==> config.mk <==
export PLATFORM = sky130hd
export DESIGN_NAME = pcc_axis_counters
export DESIGN_NICKNAME = d
export VERILOG_FILES = /design/src/logic/pcc_pkg.sv /design/src/logic/pcc_axis_counters.sv /design/src/logic/pcc_counter.sv /design/src/logic/pcc_pin_edge.sv
export SDC_FILE = /design/constraint.sdc
export NUM_CORES = 1
export LEC_CHECK = 0
export BUFFER_PORTS_ARGS = -buffer_cell sky130_fd_sc_hd__buf_2
export CORE_UTILIZATION = 51
export CTS_BUF_LIST = sky130_fd_sc_hd__clkbuf_8
export CTS_CLUSTER_DIAMETER = 50
export DETAILED_ROUTE_END_ITERATION = 16
export PLACE_DENSITY = 0.72
export SETUP_SLACK_MARGIN = 0.15
export SYNTH_ARGS = -nofsm -noshare
export SYNTH_HDL_FRONTEND = slang
export SYNTH_SLANG_ARGS = --single-unit
==> constraint.sdc <==
create_clock -name clk -period 22 [get_ports clk]
set_clock_uncertainty 0.2 [all_clocks]
set_input_delay 3.3 -clock clk [delete_from_list [all_inputs] [get_ports clk]]
set_output_delay 3.3 -clock clk [all_outputs]
set_load 0.005 [all_outputs]
==> src/logic/pcc_pkg.sv <==
/*
 * shared constants for the position counter and capture block:
 * register byte offsets, configuration bit positions, reset values,
 * the capture command code and the bus answer codes.
 * assumes a 32-bit axi4-lite register bus with byte addressing.
 */
package pcc_pkg;

	// counter and capture width
	localparam int CTR_W = 28;
	// bus address and data widths
	localparam int ADDR_W = 8;
	localparam int DATA_W = 32;
	// configuration register width
	localparam int CFG_W = 9;

	// register byte offsets
	localparam logic [ADDR_W-1:0] OFS_CONFIG = 8'h00;
	localparam logic [ADDR_W-1:0] OFS_COMMAND = 8'h04;
	localparam logic [ADDR_W-1:0] OFS_COUNTER1 = 8'h08;
	localparam logic [ADDR_W-1:0] OFS_COUNTER2 = 8'h0C;
	localparam logic [ADDR_W-1:0] OFS_CAPTURE1 = 8'h10;
	localparam logic [ADDR_W-1:0] OFS_CAPTURE2 = 8'h14;
	localparam logic [ADDR_W-1:0] OFS_RING_LIMIT = 8'h18;

	// configuration bit positions
	localparam int BIT_CTR1_SOURCE_SELECT = 0;
	localparam int BIT_CTR2_SOURCE_SELECT = 1;
	localparam int BIT_CTR1_COUNT_INHIBIT = 2;
	localparam int BIT_CTR2_COUNT_INHIBIT = 3;
	localparam int BIT_CTR1_CLEAR_ON_LATCH = 4;
	localparam int BIT_CTR1_PIN_LATCH_DISABLE = 5;
	localparam int BIT_CTR1_ORIGIN_LATCH_ENABLE = 6;
	localparam int BIT_CTR1_RING_MODE = 7;
	localparam int BIT_CTR2_CLEAR_ON_LATCH = 8;

	// reset values
	localparam logic [CFG_W-1:0] RST_CONFIG = 9'h000;
	localparam logic [CTR_W-1:0] RST_COUNTER = 28'h0000000;
	localparam logic [CTR_W-1:0] RST_RING_LIMIT = 28'hFFFFFFF;

	// command code that captures both counters
	localparam logic [7:0] CMD_CAPTURE = 8'h29;

	// axi answer codes
	localparam logic [1:0] RESP_OKAY = 2'h0;
	localparam logic [1:0] RESP_SLVERR = 2'h2;

endpackage

==> src/logic/pcc_axis_counters.sv <==
/*
 * position counter pair with capture registers for one axis, reached
 * over an axi4-lite slave. holds the configuration, the command port,
 * both counters, both capture registers and the ring limit.
 * assumes step, direction and origin inputs are clk-domain pulses and
 * the capture pin is asynchronous and active low.
 */
// Decided for this implementation: register access over AXI4-Lite and the register offsets.
// Functional notes
// config bit 0 picks counter one source
// config bit 1 picks counter two source
// config bit 2 holds counter one
// config bit 3 holds counter two
// config bit 4 clears counter one on capture
// config bit 8 clears counter two on capture
// config bit 5 disables capture from pin
// command 29h always captures counter one
// pin capture fires once per edge
// config bit 6 captures at origin return
// config bit 7 makes counter one a ring
// capture keeps old value, counter restarts zero
`timescale 1ns/1ns
`default_nettype none
module pcc_axis_counters
	import pcc_pkg::*;
(
	input wire logic clk,
	input wire logic sys_rst,
	// axi4-lite write address
	input wire logic s_axi_awvalid,
	output logic s_axi_awready,
	input wire logic [ADDR_W-1:0] s_axi_awaddr,
	// axi4-lite write data
	input wire logic s_axi_wvalid,
	output logic s_axi_wready,
	input wire logic [DATA_W-1:0] s_axi_wdata,
	input wire logic [3:0] s_axi_wstrb,
	// axi4-lite write response
	output logic s_axi_bvalid,
	input wire logic s_axi_bready,
	output logic [1:0] s_axi_bresp,
	// axi4-lite read address
	input wire logic s_axi_arvalid,
	output logic s_axi_arready,
	input wire logic [ADDR_W-1:0] s_axi_araddr,
	// axi4-lite read data
	output logic s_axi_rvalid,
	input wire logic s_axi_rready,
	output logic [DATA_W-1:0] s_axi_rdata,
	output logic [1:0] s_axi_rresp,
	// count sources from the pulse generator and encoder decoder
	input wire logic cmd_step,
	input wire logic cmd_dir_up,
	input wire logic enc_step,
	input wire logic enc_dir_up,
	// origin return capture moment
	input wire logic origin_event,
	// asynchronous capture pin, active low
	input wire logic external_capture_pin_n,
	// state seen by the rest of the axis
	output logic [CTR_W-1:0] position_counter_one,
	output logic [CTR_W-1:0] position_counter_two,
	output logic [CTR_W-1:0] capture_register_one,
	output logic [CTR_W-1:0] capture_register_two,
	output logic ctr1_ring_active
);
	// configuration register
	logic [CFG_W-1:0] cfg;
	// ring limit for counter one
	logic [CTR_W-1:0] ring_limit;
	// held write address and data
	logic [ADDR_W-1:0] wr_addr;
	logic [DATA_W-1:0] wr_data;
	logic [3:0] wr_strb;

	// merge a write word into an old word under byte strobes
	function automatic logic [DATA_W-1:0] strb_merge
	(
		input logic [DATA_W-1:0] old_word,
		input logic [DATA_W-1:0] new_word,
		input logic [3:0] strb
	);
		logic [DATA_W-1:0] res;
		res = old_word;
		for (int i = 0; i < 4; i++)
			if (strb[i])
				res[i*8 +: 8] = new_word[i*8 +: 8];
		return res;
	endfunction

	// true for any offset that holds a register
	function automatic logic addr_mapped
	(
		input logic [ADDR_W-1:0] a
	);
		return (a == OFS_CONFIG) || (a == OFS_COMMAND) ||
			(a == OFS_COUNTER1) || (a == OFS_COUNTER2) ||
			(a == OFS_CAPTURE1) || (a == OFS_CAPTURE2) ||
			(a == OFS_RING_LIMIT);
	endfunction

	// widen a counter value to a bus word
	function automatic logic [DATA_W-1:0] ctr_word
	(
		input logic [CTR_W-1:0] v
	);
		return {{(DATA_W-CTR_W){1'b0}}, v};
	endfunction

	// write side decode: both halves held and no answer pending
	wire wr_go = !s_axi_awready && !s_axi_wready && !s_axi_bvalid;
	wire wr_ok = wr_go && addr_mapped(wr_addr);
	wire wr_cfg = wr_go && (wr_addr == OFS_CONFIG);
	wire wr_cmd = wr_go && (wr_addr == OFS_COMMAND);
	wire wr_ctr1 = wr_go && (wr_addr == OFS_COUNTER1);
	wire wr_ctr2 = wr_go && (wr_addr == OFS_COUNTER2);
	wire wr_ring = wr_go && (wr_addr == OFS_RING_LIMIT);

	// merged words for registers that software writes
	wire [DATA_W-1:0] cfg_merged =
		strb_merge(DATA_W'(cfg), wr_data, wr_strb);
	wire [DATA_W-1:0] ring_merged =
		strb_merge(ctr_word(ring_limit), wr_data, wr_strb);
	wire [DATA_W-1:0] ctr1_merged =
		strb_merge(ctr_word(position_counter_one), wr_data, wr_strb);
	wire [DATA_W-1:0] ctr2_merged =
		strb_merge(ctr_word(position_counter_two), wr_data, wr_strb);

	// command capture, pin setting ignored
	wire cmd_capture = wr_cmd && wr_strb[0] &&
		(wr_data[7:0] == CMD_CAPTURE);

	// synchronised falling edge of the capture pin
	logic pin_fall;

	// edge detect yields one pulse per edge
	pcc_pin_edge u_pin_edge
	(
		.clk(clk),
		.sys_rst(sys_rst),
		.pin_n(external_capture_pin_n),
		.fall_pulse(pin_fall)
	);

	// pin capture gated by disable bit
	wire pin_capture = pin_fall & ~cfg[BIT_CTR1_PIN_LATCH_DISABLE];
	// origin return capture when enabled
	wire origin_capture = origin_event &
		cfg[BIT_CTR1_ORIGIN_LATCH_ENABLE];
	// any of the three sources captures both counters together
	wire capture_any = pin_capture | cmd_capture | origin_capture;

	// counter one: 0 command, 1 encoder
	wire c1_step = cfg[BIT_CTR1_SOURCE_SELECT] ? enc_step : cmd_step;
	wire c1_up = cfg[BIT_CTR1_SOURCE_SELECT] ? enc_dir_up : cmd_dir_up;
	// counter two: 0 encoder, 1 command
	wire c2_step = cfg[BIT_CTR2_SOURCE_SELECT] ? cmd_step : enc_step;
	wire c2_up = cfg[BIT_CTR2_SOURCE_SELECT] ? cmd_dir_up : enc_dir_up;

	// clear counter one with its capture
	wire c1_clear = capture_any & cfg[BIT_CTR1_CLEAR_ON_LATCH];
	// clear counter two with its capture
	wire c2_clear = capture_any & cfg[BIT_CTR2_CLEAR_ON_LATCH];

	// counter one; a software load in the same edge wins
	pcc_counter u_ctr1
	(
		.clk(clk),
		.sys_rst(sys_rst),
		.step(c1_step),
		.step_up(c1_up),
		// hold counter one when set
		.inhibit(cfg[BIT_CTR1_COUNT_INHIBIT]),
		.clear(c1_clear),
		.load(wr_ctr1),
		.load_value(ctr1_merged[CTR_W-1:0]),
		// ring wrap against the limit
		.ring_en(cfg[BIT_CTR1_RING_MODE]),
		.ring_limit(ring_limit),
		.value(position_counter_one)
	);

	// counter two has no ring wrap, its ring mode is tied off
	pcc_counter u_ctr2
	(
		.clk(clk),
		.sys_rst(sys_rst),
		.step(c2_step),
		.step_up(c2_up),
		// hold counter two when set
		.inhibit(cfg[BIT_CTR2_COUNT_INHIBIT]),
		.clear(c2_clear),
		.load(wr_ctr2),
		.load_value(ctr2_merged[CTR_W-1:0]),
		.ring_en(1'b0),
		.ring_limit(RST_RING_LIMIT),
		.value(position_counter_two)
	);

	// capture registers take the value before any clear
	always_ff @(posedge clk or posedge sys_rst)
	begin
		if (sys_rst)
		begin
			capture_register_one <= RST_COUNTER;
			capture_register_two <= RST_COUNTER;
		end
		// old value captured, counter restarts when its clear bit is set
		else if (capture_any)
		begin
			capture_register_one <= position_counter_one;
			capture_register_two <= position_counter_two;
		end
	end

	// configuration and ring limit, honouring byte strobes
	always_ff @(posedge clk or posedge sys_rst)
	begin
		if (sys_rst)
		begin
			cfg <= RST_CONFIG;
			ring_limit <= RST_RING_LIMIT;
			ctr1_ring_active <= 1'b0;
		end
		else
		begin
			if (wr_cfg)
				cfg <= cfg_merged[CFG_W-1:0];
			if (wr_ring)
				ring_limit <= ring_merged[CTR_W-1:0];
			// mirrors the ring bit one edge after it changes
			ctr1_ring_active <= cfg[BIT_CTR1_RING_MODE];
		end
	end

	// write channels: take address and data in either order, hold
	// both until the answer is taken, so only one write is in flight
	always_ff @(posedge clk or posedge sys_rst)
	begin
		if (sys_rst)
		begin
			s_axi_awready <= 1'b1;
			s_axi_wready <= 1'b1;
			s_axi_bvalid <= 1'b0;
			s_axi_bresp <= RESP_OKAY;
			wr_addr <= '0;
			wr_data <= '0;
			wr_strb <= 4'h0;
		end
		else
		begin
			// address taken, then closed until the answer
			if (s_axi_awvalid && s_axi_awready)
			begin
				wr_addr <= s_axi_awaddr;
				s_axi_awready <= 1'b0;
			end
			// data taken, then closed until the answer
			if (s_axi_wvalid && s_axi_wready)
			begin
				wr_data <= s_axi_wdata;
				wr_strb <= s_axi_wstrb;
				s_axi_wready <= 1'b0;
			end
			// answer the cycle after both halves are held
			if (wr_go)
			begin
				s_axi_bvalid <= 1'b1;
				s_axi_bresp <= wr_ok ? RESP_OKAY : RESP_SLVERR;
			end
			// answer taken, reopen both channels
			if (s_axi_bvalid && s_axi_bready)
			begin
				s_axi_bvalid <= 1'b0;
				s_axi_awready <= 1'b1;
				s_axi_wready <= 1'b1;
			end
		end
	end

	// read mux; the command word reads as zero
	wire [DATA_W-1:0] rd_word =
		(s_axi_araddr == OFS_CONFIG) ? DATA_W'(cfg) :
		(s_axi_araddr == OFS_COUNTER1) ? ctr_word(position_counter_one) :
		(s_axi_araddr == OFS_COUNTER2) ? ctr_word(position_counter_two) :
		(s_axi_araddr == OFS_CAPTURE1) ? ctr_word(capture_register_one) :
		(s_axi_araddr == OFS_CAPTURE2) ? ctr_word(capture_register_two) :
		(s_axi_araddr == OFS_RING_LIMIT) ? ctr_word(ring_limit) :
		'0;
	wire rd_ok = addr_mapped(s_axi_araddr);

	// read channel: one read in flight, data registered at the edge that takes the address
	always_ff @(posedge clk or posedge sys_rst)
	begin
		if (sys_rst)
		begin
			s_axi_arready <= 1'b1;
			s_axi_rvalid <= 1'b0;
			s_axi_rdata <= '0;
			s_axi_rresp <= RESP_OKAY;
		end
		else if (s_axi_arvalid && s_axi_arready)
		begin
			s_axi_arready <= 1'b0;
			s_axi_rvalid <= 1'b1;
			s_axi_rdata <= rd_word;
			s_axi_rresp <= rd_ok ? RESP_OKAY : RESP_SLVERR;
		end
		else if (s_axi_rvalid && s_axi_rready)
		begin
			s_axi_rvalid <= 1'b0;
			s_axi_arready <= 1'b1;
		end
	end
endmodule
`default_nettype wire

==> src/logic/pcc_counter.sv <==
/*
 * one up/down position counter with hold, clear, load and ring wrap.
 * assumes step and direction come from logic on the same clock.
 */
`timescale 1ns/1ns
`default_nettype none
module pcc_counter
	import pcc_pkg::*;
(
	input wire logic clk,
	input wire logic sys_rst,
	input wire logic step,
	input wire logic step_up,
	input wire logic inhibit,
	input wire logic clear,
	input wire logic load,
	input wire logic [CTR_W-1:0] load_value,
	input wire logic ring_en,
	input wire logic [CTR_W-1:0] ring_limit,
	output logic [CTR_W-1:0] value
);
	logic [CTR_W-1:0] next_value; // value for the coming edge
	logic at_top; // counter sits at the ring limit
	logic at_zero; // counter sits at zero

	assign at_top = (value == ring_limit);
	assign at_zero = (value == RST_COUNTER);

	// a load from software beats a clear, a clear beats a step
	always_comb
	begin
		next_value = value;
		if (load)
			next_value = load_value;
		else if (clear)
			next_value = RST_COUNTER;
		else if (step && !inhibit)
		begin
			// ring mode wraps between zero and the limit
			if (step_up)
				next_value = (ring_en && at_top) ? RST_COUNTER
					: value + 1'b1;
			else
				next_value = (ring_en && at_zero) ? ring_limit
					: value - 1'b1;
		end
	end

	// counter register
	always_ff @(posedge clk or posedge sys_rst)
	begin
		if (sys_rst)
			value <= RST_COUNTER;
		else
			value <= next_value;
	end
endmodule
`default_nettype wire

==> src/logic/pcc_pin_edge.sv <==
/*
 * synchroniser and edge detector for the active-low capture pin.
 * assumes the pin is asynchronous to clk and idles high.
 */
`timescale 1ns/1ns
`default_nettype none
module pcc_pin_edge
(
	input wire logic clk,
	input wire logic sys_rst,
	input wire logic pin_n,
	output logic fall_pulse
);
	// two-stage synchroniser, then one history stage
	logic sync_a;
	logic sync_b;
	logic hist;

	// first stage feeds only the second stage
	always_ff @(posedge clk or posedge sys_rst)
	begin
		if (sys_rst)
		begin
			sync_a <= 1'b1;
			sync_b <= 1'b1;
			hist <= 1'b1;
			fall_pulse <= 1'b0;
		end
		else
		begin
			sync_a <= pin_n;
			sync_b <= sync_a;
			hist <= sync_b;
			// one pulse per high-to-low edge, not while held low
			fall_pulse <= hist & ~sync_b;
		end
	end
endmodule
`default_nettype wire

* After elaboration in Yosys (flattened, before gate mapping)
Index checks and enable logic that the tools add are counted.
Word-level totals: logic and storage cells 162, register bits 235, output and inout bits 154
Cells by class: eq/ne operators 22, add/sub/neg operators 4, bitwise gates (word level) 9, reduce and logical (&&, ||, !) cells 59, multiplexer cells 36
Operators with widths (count):
- 2-to-1 mux 28 bit | 16
- adder 28 x 1 -> 28 bit (second input constant) | 2
- subtractor 28 x 1 -> 28 bit (second input constant) | 2
- == test 8 x 5 -> 1 bit (second input constant) | 6
- == test 8 x 4 -> 1 bit (second input constant) | 4
- == test 28 bit | 1
- logical NOT 28 bit | 1
- AND reduction 2 bit | 14
- 2-to-1 mux 8 bit | 3
- logical AND 1 bit | 19
- == test 8 x 3 -> 1 bit (second input constant) | 2
- logical NOT 8 bit | 2
- inequality test 2 bit (second input constant) | 8
- 2-to-1 mux 1 bit | 14
- logical OR 1 bit | 12
- == test 8 x 6 -> 1 bit (second input constant) | 1
- nonzero test 2 bit | 4
- nonzero test 3 bit | 2
- bitwise AND 1 bit | 5
- logical NOT 1 bit | 5
- 2-to-1 mux 2 bit | 2
- 2-to-1 mux 4 bit | 1
- inverter 1 bit | 2
- bitwise OR 1 bit | 2

* Logic depth before layout (Yosys ltp)
depth after elaboration 11, depth in mapped cells 12, depth with buffers taken out 12

* Cells and area by module
Synthesis repeated with hierarchy kept, for this count alone.
Unflattened totals: cell total of the unflattened synthesis 1713, area total of the unflattened synthesis 15449.8 um^2
Modules (own cells, without submodules):
- pcc_axis_counters | area an instance 8637.0 um^2, cells each 811, seq. area each 4267.8 um^2, instances 1
- pcc_counter | area an instance 3345.7 um^2, cells each 448, seq. area each 700.7 um^2, instances 2
- pcc_pin_edge | area an instance 121.4 um^2, cells each 6, seq. area each 103.8 um^2, instances 1

* Worst setup path before layout
OpenSTA, ideal clock, no wires.
kind in2reg, start point input cmd_dir_up, end point register u_ctr2.value[26], required time 21.662 ns, stages 12, setup time 0.138 ns, setup slack 14.816 ns, arrival time 6.846 ns, buffers on the path 0, path through mux2i_1 > inv_1 > fa_1 > nor2b_1 > o21ai_0 > a21oi_1 > o211ai_1 > a2111oi_0 > o211ai_1 > a21oi_1 > xnor2_1 > o22ai_1
On the way: longest elaborated chain between the ends 5
RTL lines:
- from (decl) | line pcc_axis_counters.sv:53 | input wire logic cmd_dir_up,
- 2-to-1 mux 1 bit | line pcc_axis_counters.sv:158 | wire c2_up = cfg[BIT_CTR2_SOURCE_SELECT] ? cmd_dir_up : enc_dir_up;
- 2-to-1 mux 28 bit | line pcc_counter.sv:40 | if (step_up)
- 2-to-1 mux 28 bit | line pcc_counter.sv:37 | else if (step && !inhibit)
- 2-to-1 mux 28 bit | line pcc_counter.sv:35 | else if (clear)
- 2-to-1 mux 28 bit | line pcc_counter.sv:33 | if (load)
- to (signal assigned) | line pcc_counter.sv:55 | value <= next_value;
- to (decl) | line pcc_counter.sv:20 | output logic [CTR_W-1:0] value
Every way passes these cells. The select of a mux whose other input is x is not followed. A chain may end at the register's enable or synchronous reset.

* Final worst setup path
start point input enc_dir_up, end point register u_ctr2.value[26]
On the way: longest elaborated chain between the ends 5
RTL lines:
- from (decl) | line pcc_axis_counters.sv:55 | input wire logic enc_dir_up,
- 2-to-1 mux 1 bit | line pcc_axis_counters.sv:158
- 2-to-1 mux 28 bit | line pcc_counter.sv:40
- 2-to-1 mux 28 bit | line pcc_counter.sv:37
- 2-to-1 mux 28 bit | line pcc_counter.sv:35
- 2-to-1 mux 28 bit | line pcc_counter.sv:33
Every way passes these cells. The select of a mux whose other input is x is not followed.

==> impl_metrics.json <==
{
  "finalCriticalPeriod_ns": 6.737,
  "syn2layout_area_growth_pct": 15.82,
  "power_frac_comb_pct": 37.9,
  "antenna_left": 0,
  "clkPwrFrac_pct": 19.6,
  "power.total_mw": 2.058,
  "die_area_um2": 26360,
  "cts_setup_buffers": 0,
  "peakVddDrop_mv": 0.08343,
  "avgSynthCellArea_um2": 10.00,
  "powerDensity_nw_per_um2": 135.5,
  "dp_hpwl_mm": 29.45,
  "max_stage_delay_ns": 0.81,
  "slew_viol_final": 0,
  "grt_max_degree": 91,
  "numCtsBuffers": 40,
  "synthFlopType": "dfrtp_1",
  "fin_crit_sh_pct": 30.62,
  "drt_wl_total_mm": 40.00,
  "crit_fanout": 31,
  "final_common_cell": "buf_2",
  "fp.dieH_um": 162.4,
  "drive_above_1_share_pct": 30.90,
  "clockRootBuffer": "clkbuf_8",
  "finalNetCount": 1587,
  "dr.pass1.iters": 8,
  "antenna_found_initial": 1,
  "grt_pass1_wl_mm": 62.29,
  "core-area_um2": 25180,
  "netlist_area_um2": 13120,
  "row_count": 58,
  "viasPerCell": 6.148,
  "crit_type": "primary input to flop",
  "max_freq_mhz": 148.4,
  "grt_pass1_vias": 10770,
  "nFillCells": 2130,
  "htreeDepth": 2,
  "switching_share_pct": 41.53,
  "grtUsageTotal_pct": 30.75,
  "arrival_ns": 6.91,
  "ys_seq_area_share_pct": 44.02,
  "internal-power_mw": 1.204,
  "final-hold-violation-count": 0,
  "cellLeakagePower_nw": 6.637,
  "finalSetupTns_ns": 0,
  "slowest_stage": "mux2i_4",
  "cap_violations": 0,
  "gr-total-overflow": 0,
  "rsz0062_at_grt": "no",
  "endpoint_kind": "flop",
  "required_ns": 22.18,
  "globalplace.congestion": 0.9942,
  "clk_latency_ns": 0.55,
  "mostFrequentLayoutCells": "208 x buf_2, 195 x dfrtp_1, 135 x mux2_2",
  "hold_buffers": 0,
  "ys_warn_count": 0,
  "ioPinCount": 219,
  "power.switching_mw": 0.8550,
  "ys_types": 64,
  "die_w_um": 162.4,
  "vias": 11390,
  "ctsResizeCount": 0,
  "synth_seq_cells": 229,
  "clk_path_buf_depth": 3,
  "clock-sinks": 229,
  "portBuffers": 208,
  "setup-violations-final": 0,
  "synth_cells": 1311,
  "crit_path_cell_trace": "buf_2 -> mux2i_4 -> inv_1 -> fa_1 -> nor2b_1 -> o21ai_0 -> a21oi_1 -> o211ai_1 -> a2111oi_0 -> o211ai_1 -> a21oi_1 -> xnor2_1 -> o22ai_1",
  "outcome": "complete, no violations",
  "synth-edff-count": 0,
  "drc": 0,
  "clkTransAtPathRegs_ns": 0.06,
  "synthArstFlopShare_pct": 100.0,
  "startpoint_type": "primary input",
  "hold_path.class": "flop to flop",
  "slew_headroom_pct": 10.14,
  "seq_power_share_pct": 42.6,
  "drt_iter0_drc": 1257,
  "initial_utilization_pct": 52.08,
  "tightest_slew_ns": 1.338,
  "wl_per_cell_um": 21.60,
  "cts_tree": "yes"
}
## sequential cells by signal, summed over array words and instances (netlist names), 4 cells and up
register and count:
cfg 9, wr_data 28, u_ctr1.value 28, wr_addr 8, u_ctr2.value 28, ring_limit 28, capture_register_one 28, wr_strb 4
capture_register_two 28, s_axi_rdata 28
## worst paths after layout
path / slack, ns / cells past startpoint / to / start
max: 15.26 / 13 / u_ctr2.value[26] / enc_dir_up
min: 0.16 / 0 / u_pin_edge.sync_b / u_pin_edge.sync_a
max reg2reg: 17.51 / 8 / u_ctr2.value[15] / wr_data[6]
min reg2reg: 0.16 / 0 / u_pin_edge.sync_b / u_pin_edge.sync_a
max in group asynchronous: 16.75 / 4 / cfg[8] / sys_rst
min in group asynchronous: 2.66 / 2 / u_ctr1.value[2] / sys_rst
## synthesized netlist by cell type, drive strengths merged (4+ instances only)
master / count / share of area, %
o22ai: 34 / 1.7
buf: 25 / 1.1
or3: 7 / 0.37
nor2: 132 / 3.8
nand4: 16 / 0.76
clkbuf: 64 / 1.8
or4: 9 / 0.57
a41oi: 10 / 0.67
o21a: 20 / 1.1
o22a: 7 / 0.47
inv: 14 / 0.40
nor3: 20 / 0.76
dfrtp: 195 / 37
nor4: 15 / 0.72
a31oi: 27 / 1.3
or2: 4 / 0.19
a22oi: 54 / 3.1
ha: 32 / 3.1
a21o: 19 / 1.1
mux2i: 11 / 0.84
nand2: 98 / 2.8
nand2b: 11 / 0.52
a222oi: 19 / 1.5
dfstp: 34 / 6.8
o21ai: 56 / 2.2
and3: 6 / 0.29
xnor2: 53 / 3.5
a21oi: 54 / 2.2
o21bai: 4 / 0.23
nor2b: 5 / 0.24
xor2: 44 / 2.9
a211oi: 13 / 0.74
mux2: 135 / 12
o211ai: 5 / 0.29
nand3: 27 / 1.0
## final cells by class
class                           count  area [µm²]  share of cell area [%]
Timing Repair Buffer              220        1131                   7.446
Tap cell                          330       412.9                   2.718
Sequential cell                   229        5773                   38.01
Clock inverter                     22       131.4                  0.8649
Clock buffer                       52       715.7                   4.712
Inverter                           14       60.06                  0.3954
Multi-Input combinational cell    984        6963                   45.84
Antenna cell                        1       2.502                 0.01647
## logic make-up (layout without fill, tap and decap cells)
| family | after synthesis | after routing | share of synthesized area [%] |
|---|---|---|---|
| and+or+nand+nor | 365 | 365 | 13.05 |
| AOI/OAI and AO/OA | 337 | 337 | 17.46 |
| DFF | 229 | 229 | 44.02 |
| muxes | 146 | 146 | 12.43 |
| buffers and inverters | 103 | 308 | 3.329 |
| xor gates and xnor gates | 97 | 97 | 6.478 |
| adders and majority gates | 33 | 33 | 3.205 |
| other | 1 | 7 | 0.02859 |
## power groups by stage
| stage | clock (mW) | combinational [mW] | sequential [mW] |
|---|---|---|---|
| CTS | 0.408 | 0.778 | 0.865 |
| global placement | 0 | 0.757 | 0.866 |
| global route | 0.428 | 0.863 | 0.899 |
| floorplan | 0 | 0.608 | 0.715 |
| finish | 0.403 | 0.779 | 0.877 |
| detailed placement | 0 | 0.773 | 0.871 |
## worst max-delay path: cells and delay by family
kind                       cells  cell delay (ns)
AOI/OAI and AO/OA              7             1.82
xor gates and xnor gates       1             0.14
adders and majority gates      1             0.44
buffers and inverters          2             0.27
muxes                          1             0.81
and+or+nand+nor                1             0.13
## metrics by stage
stage	instance area, µm²	hold slack [ns]	instances	setup slack, ns	utilization (%)
floorplan	13130	0.1452	1316	12.28	-
global placement	14340	0.1492	1777	14.76	56.95
detailed placement	14340	0.1490	1777	14.78	56.95
CTS	15190	0.1571	1851	15.32	60.31
global route	15190	0.1593	1852	14.95	60.32
finish	15190	0.1555	1852	15.26	60.32
## routing by layer
metal  vias to the layer above  wire, µm  share of wire (%)  GRT usage, %
li1                       5192         -                  -             -
met1                      5567     17160                 43         44.81
met2                       539     17740                 44         45.59
met3                        89      3691                9.2         5.118
met4                         0      1409                3.5         12.05
met5                         -         0                  0             0
Power figures use the tool's default switching activity.
